### src/verilog/nfc_regs.svh
// Timing and field constants for the NOR flash host controller.
// Assumes a 50 MHz system clock; included by the package and modules.
//
// Contract
// - Host issues commands as ordinary bus writes to the command register.
// - Program is a four-write sequence; device times and verifies itself.
// - Elevated voltage on reset pin temporarily unprotects sectors.
// - Host may put device in standby to cut power.
// - Reads like async SRAM; data driven only with select and output enable.
`ifndef NFC_REGS_SVH
`define NFC_REGS_SVH
`define NFC_CLK_MHZ        50
`define NFC_T_SETUP_NS     30
`define NFC_T_PULSE_NS     40
`define NFC_T_HOLD_NS      20
`define NFC_T_ACCESS_NS    70
`define NFC_CYC(ns) (((ns) * `NFC_CLK_MHZ + 999) / 1000)
`define NFC_ADDR_W         19
`define NFC_DATA_W         16
`define NFC_BIT_POLL       7
`define NFC_BIT_TOGGLE     6
`define NFC_BIT_TOP        15
`define NFC_UNLOCK_A1      19'h00555
`define NFC_UNLOCK_A2      19'h002AA
`define NFC_UNLOCK_D1      16'h00AA
`define NFC_UNLOCK_D2      16'h0055
`define NFC_CMD_PROG       16'h00A0
`define NFC_CMD_ERASE      16'h0080
`define NFC_CMD_CHIP       16'h0010
`define NFC_CMD_SECT       16'h0030
`define NFC_CMD_SUSP       16'h00B0
`define NFC_CMD_RESUME     16'h0030
`define NFC_CMD_RESET      16'h00F0
`endif

### src/verilog/nfc_pkg.sv
// Types shared by the NOR flash host controller files.
// Assumes nfc_regs.svh sits on the include path.
`include "nfc_regs.svh"
package nfc_pkg;
  // Host operations taken at the user port
  typedef enum logic [2:0] {
    NFC_OP_READ   = 3'b000,
    NFC_OP_PROG   = 3'b001,
    NFC_OP_SECT   = 3'b010,
    NFC_OP_CHIP   = 3'b011,
    NFC_OP_SUSP   = 3'b100,
    NFC_OP_RESUME = 3'b101,
    NFC_OP_RESET  = 3'b110,
    NFC_OP_STATUS = 3'b111
  } nfc_op_t;
  // One user request
  typedef struct packed {
    nfc_op_t                 op;
    logic [`NFC_ADDR_W-1:0]  addr;
    logic [`NFC_DATA_W-1:0]  data;
  } nfc_req_t;
  // One bus cycle handed to the cycle engine
  typedef struct packed {
    logic                    wr;
    logic [`NFC_ADDR_W-1:0]  addr;
    logic [`NFC_DATA_W-1:0]  data;
  } nfc_cyc_t;
endpackage : nfc_pkg

### src/verilog/nfc_bus_cycle.sv
// Single asynchronous bus cycle engine: one read or write per start.
// Assumes pin inputs are synchronous to i_clk_sys.
`timescale 1ns/1ns
`include "nfc_regs.svh"
module nfc_bus_cycle
  import nfc_pkg::*;
#(
  parameter int SETUP  = `NFC_CYC(`NFC_T_SETUP_NS),
  parameter int PULSE  = `NFC_CYC(`NFC_T_PULSE_NS),
  parameter int HOLD   = `NFC_CYC(`NFC_T_HOLD_NS),
  parameter int ACCESS = `NFC_CYC(`NFC_T_ACCESS_NS)
) (
  // Clock and reset
  input  wire logic                   i_clk_sys,
  input  wire logic                   i_rst,
  // Cycle request
  input  wire logic                   i_start,
  input  wire nfc_cyc_t               i_cyc,
  output logic                        o_done,
  output logic [`NFC_DATA_W-1:0]      o_rdata,
  // Flash pins
  output logic                        o_ce_n,
  output logic                        o_we_n,
  output logic                        o_oe_n,
  output logic [`NFC_ADDR_W-1:0]      o_addr,
  output logic [`NFC_DATA_W-1:0]      o_dq_out,
  output logic                        o_dq_oe,
  input  wire logic [`NFC_DATA_W-1:0] i_dq_in
);
  typedef enum logic [1:0] {
    NFC_C_IDLE  = 2'b00,
    NFC_C_SETUP = 2'b01,
    NFC_C_PULSE = 2'b10,
    NFC_C_HOLD  = 2'b11
  } nfc_cst_t;
  nfc_cst_t    state;
  nfc_cst_t    next_state;
  logic [7:0]  cnt;
  logic        wr;
  wire  [7:0]  pulse_len = wr ? 8'(PULSE) : 8'(ACCESS);
  wire         cnt_end;
  // Phase ends when the counter reaches one less than the phase length
  assign cnt_end = (state == NFC_C_SETUP) ? (cnt == 8'(SETUP - 1)) :
                   (state == NFC_C_PULSE) ? (cnt == pulse_len - 8'h01) :
                   (cnt == 8'(HOLD - 1));
  always_comb begin
    next_state = state;
    case (state)
      NFC_C_IDLE:  if (i_start) next_state = NFC_C_SETUP;
      NFC_C_SETUP: if (cnt_end) next_state = NFC_C_PULSE;
      NFC_C_PULSE: if (cnt_end) next_state = NFC_C_HOLD;
      NFC_C_HOLD:  if (cnt_end) next_state = NFC_C_IDLE;
      default:     next_state = NFC_C_IDLE;
    endcase
  end
  // Sequencer and pins; strobes are registered so no glitches reach the part
  always_ff @(posedge i_clk_sys) begin
    if (i_rst) begin
      state    <= NFC_C_IDLE;
      cnt      <= 8'h00;
      wr       <= 1'b0;
      o_done   <= 1'b0;
      o_rdata  <= '0;
      o_ce_n   <= 1'b1;
      o_we_n   <= 1'b1;
      o_oe_n   <= 1'b1;
      o_addr   <= '0;
      o_dq_out <= '0;
      o_dq_oe  <= 1'b0;
    end else begin
      state  <= next_state;
      cnt    <= (next_state != state) ? 8'h00 : cnt + 8'h01;
      o_done <= (state == NFC_C_HOLD) && cnt_end;
      if (state == NFC_C_IDLE && i_start) begin
        wr       <= i_cyc.wr;
        o_addr   <= i_cyc.addr;
        o_dq_out <= i_cyc.data;
        o_dq_oe  <= i_cyc.wr;
        o_ce_n   <= 1'b0;
      end
      if (state == NFC_C_SETUP && cnt_end) begin
        o_we_n <= ~wr;
        o_oe_n <= wr;
      end
      if (state == NFC_C_PULSE && cnt_end) begin
        o_we_n <= 1'b1;
        o_oe_n <= 1'b1;
        if (!wr) o_rdata <= i_dq_in;
      end
      if (state == NFC_C_HOLD && cnt_end) begin
        o_ce_n  <= 1'b1;
        o_dq_oe <= 1'b0;
      end
    end
  end
endmodule : nfc_bus_cycle

### src/verilog/nfc_host.sv
// NOR flash host controller: turns user operations into command write
// sequences, reads, and completion polling. Assumes a byte/word flash with
// separate select, write and output strobes and a ready/busy pin.
`timescale 1ns/1ns
`include "nfc_regs.svh"
module nfc_host
  import nfc_pkg::*;
#(
  parameter int  MAX_SECT  = 19,
  parameter int  POLL_MAX  = 65535
) (
  // Clock and reset
  input  wire logic                   i_clk_sys,
  input  wire logic                   i_rst,
  // User request
  input  wire logic                   i_req_valid,
  input  wire nfc_req_t               i_req,
  input  wire logic [MAX_SECT-1:0]    i_sect_mask,
  input  wire logic                   i_byte_mode,
  input  wire logic                   i_unprotect,
  input  wire logic                   i_standby,
  output logic                        o_req_ready,
  output logic                        o_done,
  output logic                        o_error,
  output logic [`NFC_DATA_W-1:0]      o_rdata,
  output logic                        o_flash_busy,
  // Flash pins
  output logic                        o_ce_n,
  output logic                        o_we_n,
  output logic                        o_oe_n,
  output logic                        o_byte_n,
  output logic                        o_reset_hv,
  output logic [`NFC_ADDR_W-1:0]      o_addr,
  output logic [`NFC_DATA_W-1:0]      o_dq_out,
  output logic                        o_dq_oe,
  input  wire logic [`NFC_DATA_W-1:0] i_dq_in,
  input  wire logic                   i_ready_busy_out,
  input  wire logic                   i_low_vcc
);
  typedef enum logic [2:0] {
    NFC_S_IDLE  = 3'b000,
    NFC_S_ISSUE = 3'b001,
    NFC_S_WAIT  = 3'b010,
    NFC_S_POLL  = 3'b011,
    NFC_S_PCHK  = 3'b100,
    NFC_S_END   = 3'b101
  } nfc_st_t;
  nfc_st_t                 state;
  nfc_st_t                 next_state;
  nfc_req_t                req;
  logic [MAX_SECT-1:0]     mask;
  logic [4:0]              step;
  logic [4:0]              last_step;
  logic [`NFC_DATA_W-1:0]  prev;
  logic                    have_prev;
  logic [15:0]             polls;
  logic                    err;
  logic                    cyc_start;
  logic                    cyc_done;
  logic [`NFC_DATA_W-1:0]  cyc_rdata;
  nfc_cyc_t                cyc;
  wire                     needs_poll;
  wire                     toggled;
  wire                     poll_ok;
  // Sector base address from index; bottom-boot layout, word addressing
  function automatic logic [`NFC_ADDR_W-1:0] sect_base(input logic [4:0] i);
    case (i)
      5'h00:   sect_base = 19'h00000;
      5'h01:   sect_base = 19'h02000;
      5'h02:   sect_base = 19'h03000;
      5'h03:   sect_base = 19'h04000;
      default: sect_base = {4'(i - 5'h03), 15'h0000};
    endcase
  endfunction : sect_base
  // Index of the sector selected by step during an erase
  wire [4:0] sidx = step - 5'h05;
  // Program: 4 writes; erase: 5 writes plus one per selected sector, or one chip command
  assign needs_poll = (req.op == NFC_OP_PROG) || (req.op == NFC_OP_SECT) ||
                      (req.op == NFC_OP_CHIP) || (req.op == NFC_OP_RESUME);
  // Bit 6 toggling between two reads means still busy
  assign toggled = have_prev &&
                   (cyc_rdata[`NFC_BIT_TOGGLE] != prev[`NFC_BIT_TOGGLE]);
  assign poll_ok = have_prev && !toggled &&
                   ((req.op != NFC_OP_PROG) ||
                    (cyc_rdata[`NFC_BIT_POLL] == req.data[`NFC_BIT_POLL]));
  // Build the current bus cycle from the operation and step
  always_comb begin
    cyc = '{wr: 1'b1, addr: `NFC_UNLOCK_A1, data: `NFC_UNLOCK_D1};
    last_step = 5'h00;
    case (req.op)
      NFC_OP_READ, NFC_OP_STATUS: begin
        cyc = '{wr: 1'b0, addr: req.addr, data: '0};
      end
      NFC_OP_PROG: begin
        last_step = 5'h03;
        case (step)
          5'h01:   cyc = '{1'b1, `NFC_UNLOCK_A2, `NFC_UNLOCK_D2};
          5'h02:   cyc = '{1'b1, `NFC_UNLOCK_A1, `NFC_CMD_PROG};
          5'h03:   cyc = '{1'b1, req.addr, req.data};
          default: cyc = '{1'b1, `NFC_UNLOCK_A1, `NFC_UNLOCK_D1};
        endcase
      end
      NFC_OP_SECT, NFC_OP_CHIP: begin
        last_step = (req.op == NFC_OP_CHIP) ? 5'h05 :
                    5'h05 + 5'(MAX_SECT - 1);
        case (step)
          5'h01, 5'h04: cyc = '{1'b1, `NFC_UNLOCK_A2, `NFC_UNLOCK_D2};
          5'h02: cyc = '{1'b1, `NFC_UNLOCK_A1, `NFC_CMD_ERASE};
          5'h00, 5'h03: cyc = '{1'b1, `NFC_UNLOCK_A1, `NFC_UNLOCK_D1};
          default:
            cyc = (req.op == NFC_OP_CHIP) ?
                  nfc_cyc_t'{1'b1, `NFC_UNLOCK_A1, `NFC_CMD_CHIP} :
                  nfc_cyc_t'{1'b1, sect_base(sidx), `NFC_CMD_SECT};
        endcase
      end
      NFC_OP_SUSP:   cyc = '{1'b1, req.addr, `NFC_CMD_SUSP};
      NFC_OP_RESUME: cyc = '{1'b1, req.addr, `NFC_CMD_RESUME};
      NFC_OP_RESET:  cyc = '{1'b1, req.addr, `NFC_CMD_RESET};
      default:       cyc = '{1'b0, req.addr, '0};
    endcase
  end
  // Sector writes are skipped for unselected sectors
  wire skip = (req.op == NFC_OP_SECT) && (step >= 5'h05) &&
              !mask[sidx];
  wire is_write = cyc.wr;
  // Writes are withheld while the supply is low
  wire blocked = is_write && i_low_vcc;
  always_comb begin
    next_state = state;
    case (state)
      NFC_S_IDLE:
        if (i_req_valid && !i_standby) next_state = NFC_S_ISSUE;
      NFC_S_ISSUE:
        if (blocked) next_state = NFC_S_END;
        else if (!skip) next_state = NFC_S_WAIT;
        else if (step == last_step) next_state = NFC_S_POLL;
      NFC_S_WAIT:
        if (cyc_done) begin
          if (step != last_step) next_state = NFC_S_ISSUE;
          else if (needs_poll) next_state = NFC_S_POLL;
          else next_state = NFC_S_END;
        end
      NFC_S_POLL: next_state = NFC_S_PCHK;
      NFC_S_PCHK:
        if (cyc_done) begin
          if (poll_ok || polls == 16'(POLL_MAX)) next_state = NFC_S_END;
          else next_state = NFC_S_POLL;
        end
      NFC_S_END:  next_state = NFC_S_IDLE;
      default:    next_state = NFC_S_IDLE;
    endcase
  end
  // Request capture, step counting, and polling state
  always_ff @(posedge i_clk_sys) begin
    if (i_rst) begin
      state     <= NFC_S_IDLE;
      req       <= '0;
      mask      <= '0;
      step      <= 5'h00;
      prev      <= '0;
      have_prev <= 1'b0;
      polls     <= 16'h0000;
      err       <= 1'b0;
      o_done    <= 1'b0;
      o_error   <= 1'b0;
      o_rdata   <= '0;
    end else begin
      state  <= next_state;
      o_done <= (state == NFC_S_END);
      if (state == NFC_S_IDLE && next_state == NFC_S_ISSUE) begin
        req       <= i_req;
        mask      <= i_sect_mask;
        step      <= 5'h00;
        have_prev <= 1'b0;
        polls     <= 16'h0000;
        err       <= 1'b0;
      end
      if (state == NFC_S_ISSUE && blocked) err <= 1'b1;
      if (state == NFC_S_ISSUE && skip && step != last_step)
        step <= step + 5'h01;
      if (state == NFC_S_WAIT && cyc_done) begin
        o_rdata <= cyc_rdata;
        if (step != last_step) step <= step + 5'h01;
      end
      if (state == NFC_S_PCHK && cyc_done) begin
        prev      <= cyc_rdata;
        have_prev <= 1'b1;
        polls     <= polls + 16'h0001;
        o_rdata   <= cyc_rdata;
        if (!poll_ok && polls == 16'(POLL_MAX)) err <= 1'b1;
      end
      if (state == NFC_S_END) o_error <= err;
    end
  end
  // Poll reads target the operation address with a plain read cycle
  assign cyc_start = (state == NFC_S_ISSUE && !blocked && !skip) ||
                     (state == NFC_S_POLL);
  wire nfc_cyc_t cyc_sel = (state == NFC_S_POLL) ?
                           nfc_cyc_t'{1'b0, req.addr, '0} : cyc;
  assign o_req_ready  = (state == NFC_S_IDLE) && !i_standby;
  assign o_flash_busy = !i_ready_busy_out;
  assign o_byte_n     = !i_byte_mode;
  assign o_reset_hv   = i_unprotect;
  nfc_bus_cycle u_cycle (
    .i_clk_sys (i_clk_sys),
    .i_rst     (i_rst),
    .i_start   (cyc_start),
    .i_cyc     (cyc_sel),
    .o_done    (cyc_done),
    .o_rdata   (cyc_rdata),
    .o_ce_n    (o_ce_n),
    .o_we_n    (o_we_n),
    .o_oe_n    (o_oe_n),
    .o_addr    (o_addr),
    .o_dq_out  (o_dq_out),
    .o_dq_oe   (o_dq_oe),
    .i_dq_in   (i_dq_in)
  );
endmodule : nfc_host

### config.mk
export PLATFORM = sky130hd
export DESIGN_NAME = nfc_host
export DESIGN_NICKNAME = d
export VERILOG_FILES = /design/src/verilog/nfc_pkg.sv /design/src/verilog/nfc_bus_cycle.sv /design/src/verilog/nfc_host.sv
export VERILOG_INCLUDE_DIRS = /design/src /design/src/verilog
export SDC_FILE = /design/constraint.sdc
export NUM_CORES = 1
export LEC_CHECK = 0
export BUFFER_PORTS_ARGS = -buffer_cell sky130_fd_sc_hd__clkbuf_2
export CAP_MARGIN = 20
export CORE_ASPECT_RATIO = 0.8
export CORE_MARGIN = 5
export CORE_UTILIZATION = 50
export CTS_CLUSTER_DIAMETER = 40
export CTS_CLUSTER_SIZE = 12
export DETAILED_ROUTE_END_ITERATION = 10
export HOLD_SLACK_MARGIN = 0.12
export PLACE_DENSITY = 0.82
export SLEW_MARGIN = 20
export SYNTH_ARGS = -nofsm -noshare
export SYNTH_HDL_FRONTEND = slang
export SYNTH_SLANG_ARGS = --single-unit
### constraint.sdc
create_clock -name i_clk_sys -period 3.95 [get_ports i_clk_sys]
set_clock_uncertainty 0.15 [all_clocks]
set_input_delay 0.395 -clock i_clk_sys [delete_from_list [all_inputs] [get_ports i_clk_sys]]
set_output_delay 0.395 -clock i_clk_sys [all_outputs]
set_load 0.1 [all_outputs]
Word level (Yosys, flattened, before mapping)
Cells that the tools add are included.
Operators by class
  $add $sub $neg: 6
  $lt $le $gt $ge: 2
  equal/unequal tests: 32
  mux-type cells: 42
  bitwise gates (word level): 1
  reductions and logical operators: 51
Operators with widths (count)
  case mux 36 bit (6 select lines): 1
  case mux 35 bit (3 select lines): 2
  case mux 19 bit (4 select lines): 1
  two-way mux 16 bit: 4
  two-way mux 36 bit: 1
  two-way mux 35 bit: 1
  two-way mux 3 bit: 10
  two-way mux 5 bit: 5
  logical AND 1 bit: 21
  equality test 5 x 2 -> 1 bit (second input constant): 4
  equality test 3 bit (second input constant): 6
  adder 16 x 1 -> 16 bit (second input constant): 1
  equality test 16 bit (second input constant): 1
  case mux 3 bit (5 select lines): 1
  OR reduction 2 bit: 7
  equality test 3 x 2 -> 1 bit (second input constant): 4
  equality test 5 x 1 -> 1 bit (second input constant): 2
  zero test 5 bit: 2
  case mux 5 bit (2 select lines): 1
  equality test 3 x 1 -> 1 bit (second input constant): 3
  two-way mux 1 bit: 9
  adder 8 x 1 -> 8 bit (second input constant): 1
  equality test 8 x 1 -> 1 bit (second input constant): 1
  equality test 8 bit: 1
  26 further kinds: 44
Storage, ports and cells
  register bits after elaboration: 175
  input port bits: 81
  output and inout bits: 61
  word-level logic and storage cells: 158

Longest topological paths before layout
  depth after elaboration: 15
  gate-level depth with buffers: 13
  gate-level depth less buffers: 8

Cells and area by module
Synthesis repeated with hierarchy kept, for this count alone.
Second synthesis, totals
  cells, all modules: 989
  area total of the unflattened synthesis: 7826.3 µm²
Modules (own cells, without submodules)
  nfc_host: times used 1, cells an instance 698, area each 5258.8 µm², sequential area each 2042.0 µm²
  nfc_bus_cycle: times used 1, cells an instance 291, area each 2567.5 µm², sequential area each 1341.3 µm²

Worst setup path after synthesis
OpenSTA, ideal clock, no wires.
  path kind: register -> register
  start: reg state[1]
  end: reg polls[5]
  setup time: 0.128 ns
  arrival: 4.811 ns
  data required time: 3.672 ns
  slack: -1.139 ns
  cell stages (with the launch flop): 8
  path buffers: 1
  clock period less this slack: 5.089 ns
  path through: dfxtp_1 > clkbuf_1 > nor4_1 > nand2_1 > nand2_1 > o21ai_0 > a22oi_1 > nor2_1
On the way
  cells in the longest elaborated chain, start to end: 7
  elaborated cells on any way between the ends: 17
  classes of those cells: eq/ne: 5; mux: 8; reduce/logical: 4
Ends and longest elaborated chain
  start: declaration: line nfc_host.sv:48  | nfc_st_t state;
  start signal: assignment: line nfc_host.sv:168  | state <= next_state;
  two-way mux 3 bit: line nfc_host.sv:136  | else if (step == last_step) next_state = NFC_S_POLL;
  two-way mux 3 bit: line nfc_host.sv:135  | else if (!skip) next_state = NFC_S_WAIT;
  two-way mux 3 bit: line nfc_host.sv:134  | if (blocked) next_state = NFC_S_END;
  case mux 3 bit (5 select lines): line nfc_host.sv:130  | case (state)
  equality test 3 x 1 -> 1 bit: line nfc_host.sv:170  | if (state == NFC_S_IDLE && next_state == NFC_S_ISSUE) begin
  logical AND 1 bit: line nfc_host.sv:170
  nonzero test 2 bit (no line)
  end signal: assignment: line nfc_host.sv:188  | polls <= polls + 16'h0001;
  end: declaration: line nfc_host.sv:56  | logic [15:0] polls;
Several ways; a longest one is shown, not always the timed one.
A chain may end at the register's enable or synchronous reset.

Worst setup path in the final report
  start: reg step[0]
  end: reg u_cycle.o_dq_out[0]
On the way
  cells in the longest elaborated chain, start to end: 9
  elaborated cells on any way between the ends: 22
  classes of those cells: add/sub: 1; order compare: 1; eq/ne: 4; mux: 6; reduce/logical: 10
Ends and longest elaborated chain
  start: declaration: line nfc_host.sv:52  | logic [4:0] step;
  start signal: assignment: line nfc_host.sv:180  | step <= step + 5'h01;
  start signal: assignment: line nfc_host.sv:183  | if (step != last_step) step <= step + 5'h01;
  subtractor 5 x 3 -> 5 bit: line nfc_host.sv:76  | wire [4:0] sidx = step - 5'h05;
  binary-select mux 1 bit (select 5 bit): line nfc_host.sv:124  | !mask[sidx];
  two-way mux 1 bit (not written as such): line nfc_host.sv:124
  zero test 1 bit: line nfc_host.sv:124
  logical AND 1 bit: line nfc_host.sv:123  | wire skip = (req.op == NFC_OP_SECT) && (step >= 5'h05) &&
  zero test 1 bit: line nfc_host.sv:196  | assign cyc_start = (state == NFC_S_ISSUE && !blocked && !skip) ||
  logical AND 1 bit: line nfc_host.sv:196
  logical OR 1 bit: line nfc_host.sv:196
  logical AND 1 bit: line nfc_bus_cycle.sv:74  | if (state == NFC_C_IDLE && i_start) begin
  end signal: assignment: line nfc_bus_cycle.sv:77  | o_dq_out <= i_cyc.data;
  end: declaration: line nfc_bus_cycle.sv:26  | output logic [`NFC_DATA_W-1:0] o_dq_out,
Several ways; a longest one is shown, not always the timed one. The select of a mux whose other input is x is not followed.

==> out/results.tsv <==
stage	metric	value	unit
cts	worst skew pair latency	430	ps
sta	RSZ-0062 raised after global routing	no	
logic_synthesis	EDFF count, synth	0	
logic_synthesis	share of the synthesized area in the top cell type	42.44	%
layout	post-route design area	10100	µm²
detailed_routing	Vias	7548	
job	max cap viols	0	
detailed_routing	drt first pass iters	5	
floorplan	Die Width	151.2	µm
worst_setup_path	worst-path fanout max	38	
detailed_routing	DR iter-0 viols	594	
floorplan	floorplan row count	41	
cts	H-tree depth	4	
worst_setup_path	Slowest-stage cell, CP	ha_1	
layout	nets@finish	1247	
place	placed inst area	8783	µm²
place	dpl hpwl	13790	µm
worst_setup_path	CP Launch Type	flop	
logic_synthesis	top cells by count, synth	194 x nand2_1, 169 x dfxtp_1, 113 x a21oi_1	
sta	Period minus WS final	3336	ps
logic_synthesis	Yosys top cell by area	dfxtp_1	
logic_synthesis	Synth async-reset ratio	0	%
place	DP Worst Slack	640.7	ps
sta	setup ws final	613.7	ps
outcome	outcome	complete, no violations	
layout	fill count	1314	
power	PwrDens	383.9	nW/µm²
worst_setup_path	max incr delay on CP	500	ps
power	Overall Power	3.877	mW
global_route	initial antenna violation count	0	
layout	layout cells sized above 1	18.82	%
worst_hold_path	Hold Crit Class	flop to flop	
cts	Clock Pin Slew Worst Setup and Hold Paths	60	ps
worst_setup_path	CP Capture Type	flop	
detailed_routing	vias per cell	5.454	
detailed_routing	post-detailed-route DRC marker count	0	
cts	postcts setup bufs	0	
global_route	first-pass GRT wire length	34550	µm
logic_synthesis	Avg Inst Size Synth	8.126	µm²
global_route	total gr overflow	0	
logic_synthesis	largest cells by area after synthesis	dfxtp_1 42%, nand2_1 9.1%, a21oi_1 7.1%, mux2i_1 4.0%, nor2_1 3.8%	
cts	Hold-fix buffers, CTS	73	
cts	CTS sink cnt	169	
cts	CTS tree	built	
floorplan	Die Span Y	122.9	µm
cts	CTS Buffer Depth	2	
worst_setup_path	crit path DAT	3500	ps
worst_setup_path	CP required	4110	ps
logic_synthesis	flops & latches, synth	169	
global_route	largest net degree at the start of global routing	95	
layout	diodes inserted	0	
sta	Max Freq	0.2997	GHz
logic_synthesis	cell with the most instances after synthesis	nand2_1	
logic_synthesis	register area share after synthesis	42.44	%
power	maximum vdd ir drop	0.0003080	V
worst_hold_path	hold path depth	2	
detailed_routing	WL final	21420	µm
sta	Final Hold Fails	0	
global_route	Total Routing Usage GR	23.11	%
sta	Max-slew headroom	33.19	%
cts	Root Driver	clkbuf_16	
sta	Final TNS setup	0	ps
logic_synthesis	Post-Syn Area	7971	µm²
sta	Slew @ Worst Pin	998.4	ps
detailed_routing	WL per Instance	15.48	µm
detailed_routing	Post-DRT Antenna Nets	0	
worst_setup_path	crit path kind	flop to flop	
power	Leak	4.004	nW
worst_setup_path	Most common cell on crit path	mux2_2	
place	routability cong.	0.9100	
logic_synthesis	Syn Nets	1072	
worst_setup_path	Critical Path, Cell by Cell	inv_1, ha_1, mux4_2, mux2_2, and4_4, nor4_4, a21bo_2, buf_12, mux2_2	
logic_synthesis	yosys warns	0	
floorplan	io pins	142	
cts	post_cts resized	0	
floorplan	overall die area	18580	µm²
logic_synthesis	post-synthesis cell count	981	
sta	final worst-path cycle share	84.46	%
sta	# setup viols final	0	
cts	Num CTS Buffers	17	
logic_synthesis	Post-synth top flop	dfxtp_1	
sta	count of pins over their slew limit	0	
place	port bufs	139	
floorplan	area of the core	15700	µm²
floorplan	Starting Density	50.78	%
layout	Area Overhead vs Synth	26.70	%
global_route	vias in the first global route	7194	
worst_setup_path	r2r worst-path depth	9	
logic_synthesis	Netlist cell types	69	
==> per-stage QoR <==
step / util, % / std cells / hold WS [ps]
6_report: 64.34 / 1384 / 300.2
4_1_cts: 64.34 / 1384 / 302.9
3_3_place_gp: 55.95 / 1279 / 284.1
5_1_grt: 64.34 / 1384 / 312.2
2_1_floorplan: - / 981 / 281.2
3_5_place_dp: 55.95 / 1279 / 292.8
==> power breakdown <==
group / total [mW] / internal, mW / switching [mW] / leakage (nW)
combinational: 0.436 / 0.185 / 0.251 / 2.35
clock: 1.64 / 0.918 / 0.723 / 0.281
sequential: 1.80 / 1.75 / 0.0474 / 1.37
==> per-layer routing <==
layer | wire (µm) | global-route usage [%]
met3 | 1220 | 5.277
met2 | 10630 | 40.12
met4 | 546 | 7.758
met5 | 0 | 0
met1 | 9030 | 28.46
==> sequential cells by signal, indices dropped and copies added (netlist names), 2 cells and up <==
register / count
u_cycle.o_addr: 19
req: 38
o_rdata: 16
u_cycle.state: 2
u_cycle.o_dq_out: 16
mask: 19
u_cycle.cnt: 8
u_cycle.o_rdata: 16
step: 5
polls: 16
state: 3
==> worst paths after layout <==
check                                                startpoint                               end  slack (ps)
worst max register to register               step[0]$_SDFF_PP0_  u_cycle.o_dq_out[0]$_SDFFE_PP0P_         610
worst min register to register  u_cycle.o_rdata[9]$_SDFFE_PP0P_           o_rdata[9]$_SDFFE_PP0P_         300
worst min-delay path            u_cycle.o_rdata[9]$_SDFFE_PP0P_           o_rdata[9]$_SDFFE_PP0P_         300
worst max-delay path                         step[0]$_SDFF_PP0_  u_cycle.o_dq_out[0]$_SDFFE_PP0P_         610
==> cell families after synthesis <==
group | after synthesis | synth area share, %
XOR/XNOR | 15 | 1.648
buffers and inverters | 82 | 4.175
AND/OR/NAND/NOR | 443 | 26.35
adder cells (fa/ha/maj) | 10 | 1.570
multiplexers | 61 | 8.680
flip-flops | 169 | 42.44
AO/OA/AOI/OAI | 201 | 15.13
==> layout make-up <==
class | count | area [µm²] | area share, %
Sequential cell | 169 | 3383 | 33.50
Multi-Input combinational cell | 730 | 4270 | 42.28
Tap cell | 215 | 269.0 | 2.664
Clock buffer | 19 | 452.9 | 4.485
Timing Repair Buffer | 226 | 1546 | 15.31
Clock inverter | 13 | 132.6 | 1.313
Inverter | 12 | 45.04 | 0.4460
==> worst max-delay path: cells and delay by family (launching register included) <==
kind,cells,cell delay [ps]
mux,3,1000
simple gates,2,620
fa+ha+maj,1,500
flops,1,320
compound gates,1,240
buf+inv,2,360
==> layout by cell type (no fill, tap or decap), types with 21 or more instances in the layout <==
master / count
clkbuf_2: 138
o21ai_0: 25
nand3_1: 21
nor2b_1: 36
mux2i_1: 32
nor2_1: 81
dlygate4sd3_1: 73
mux2_2: 21
a21oi_1: 113
dfxtp_1: 169
nand2b_1: 27
nand2_1: 193
No activity file was read; power rests on OpenSTA's default activity.
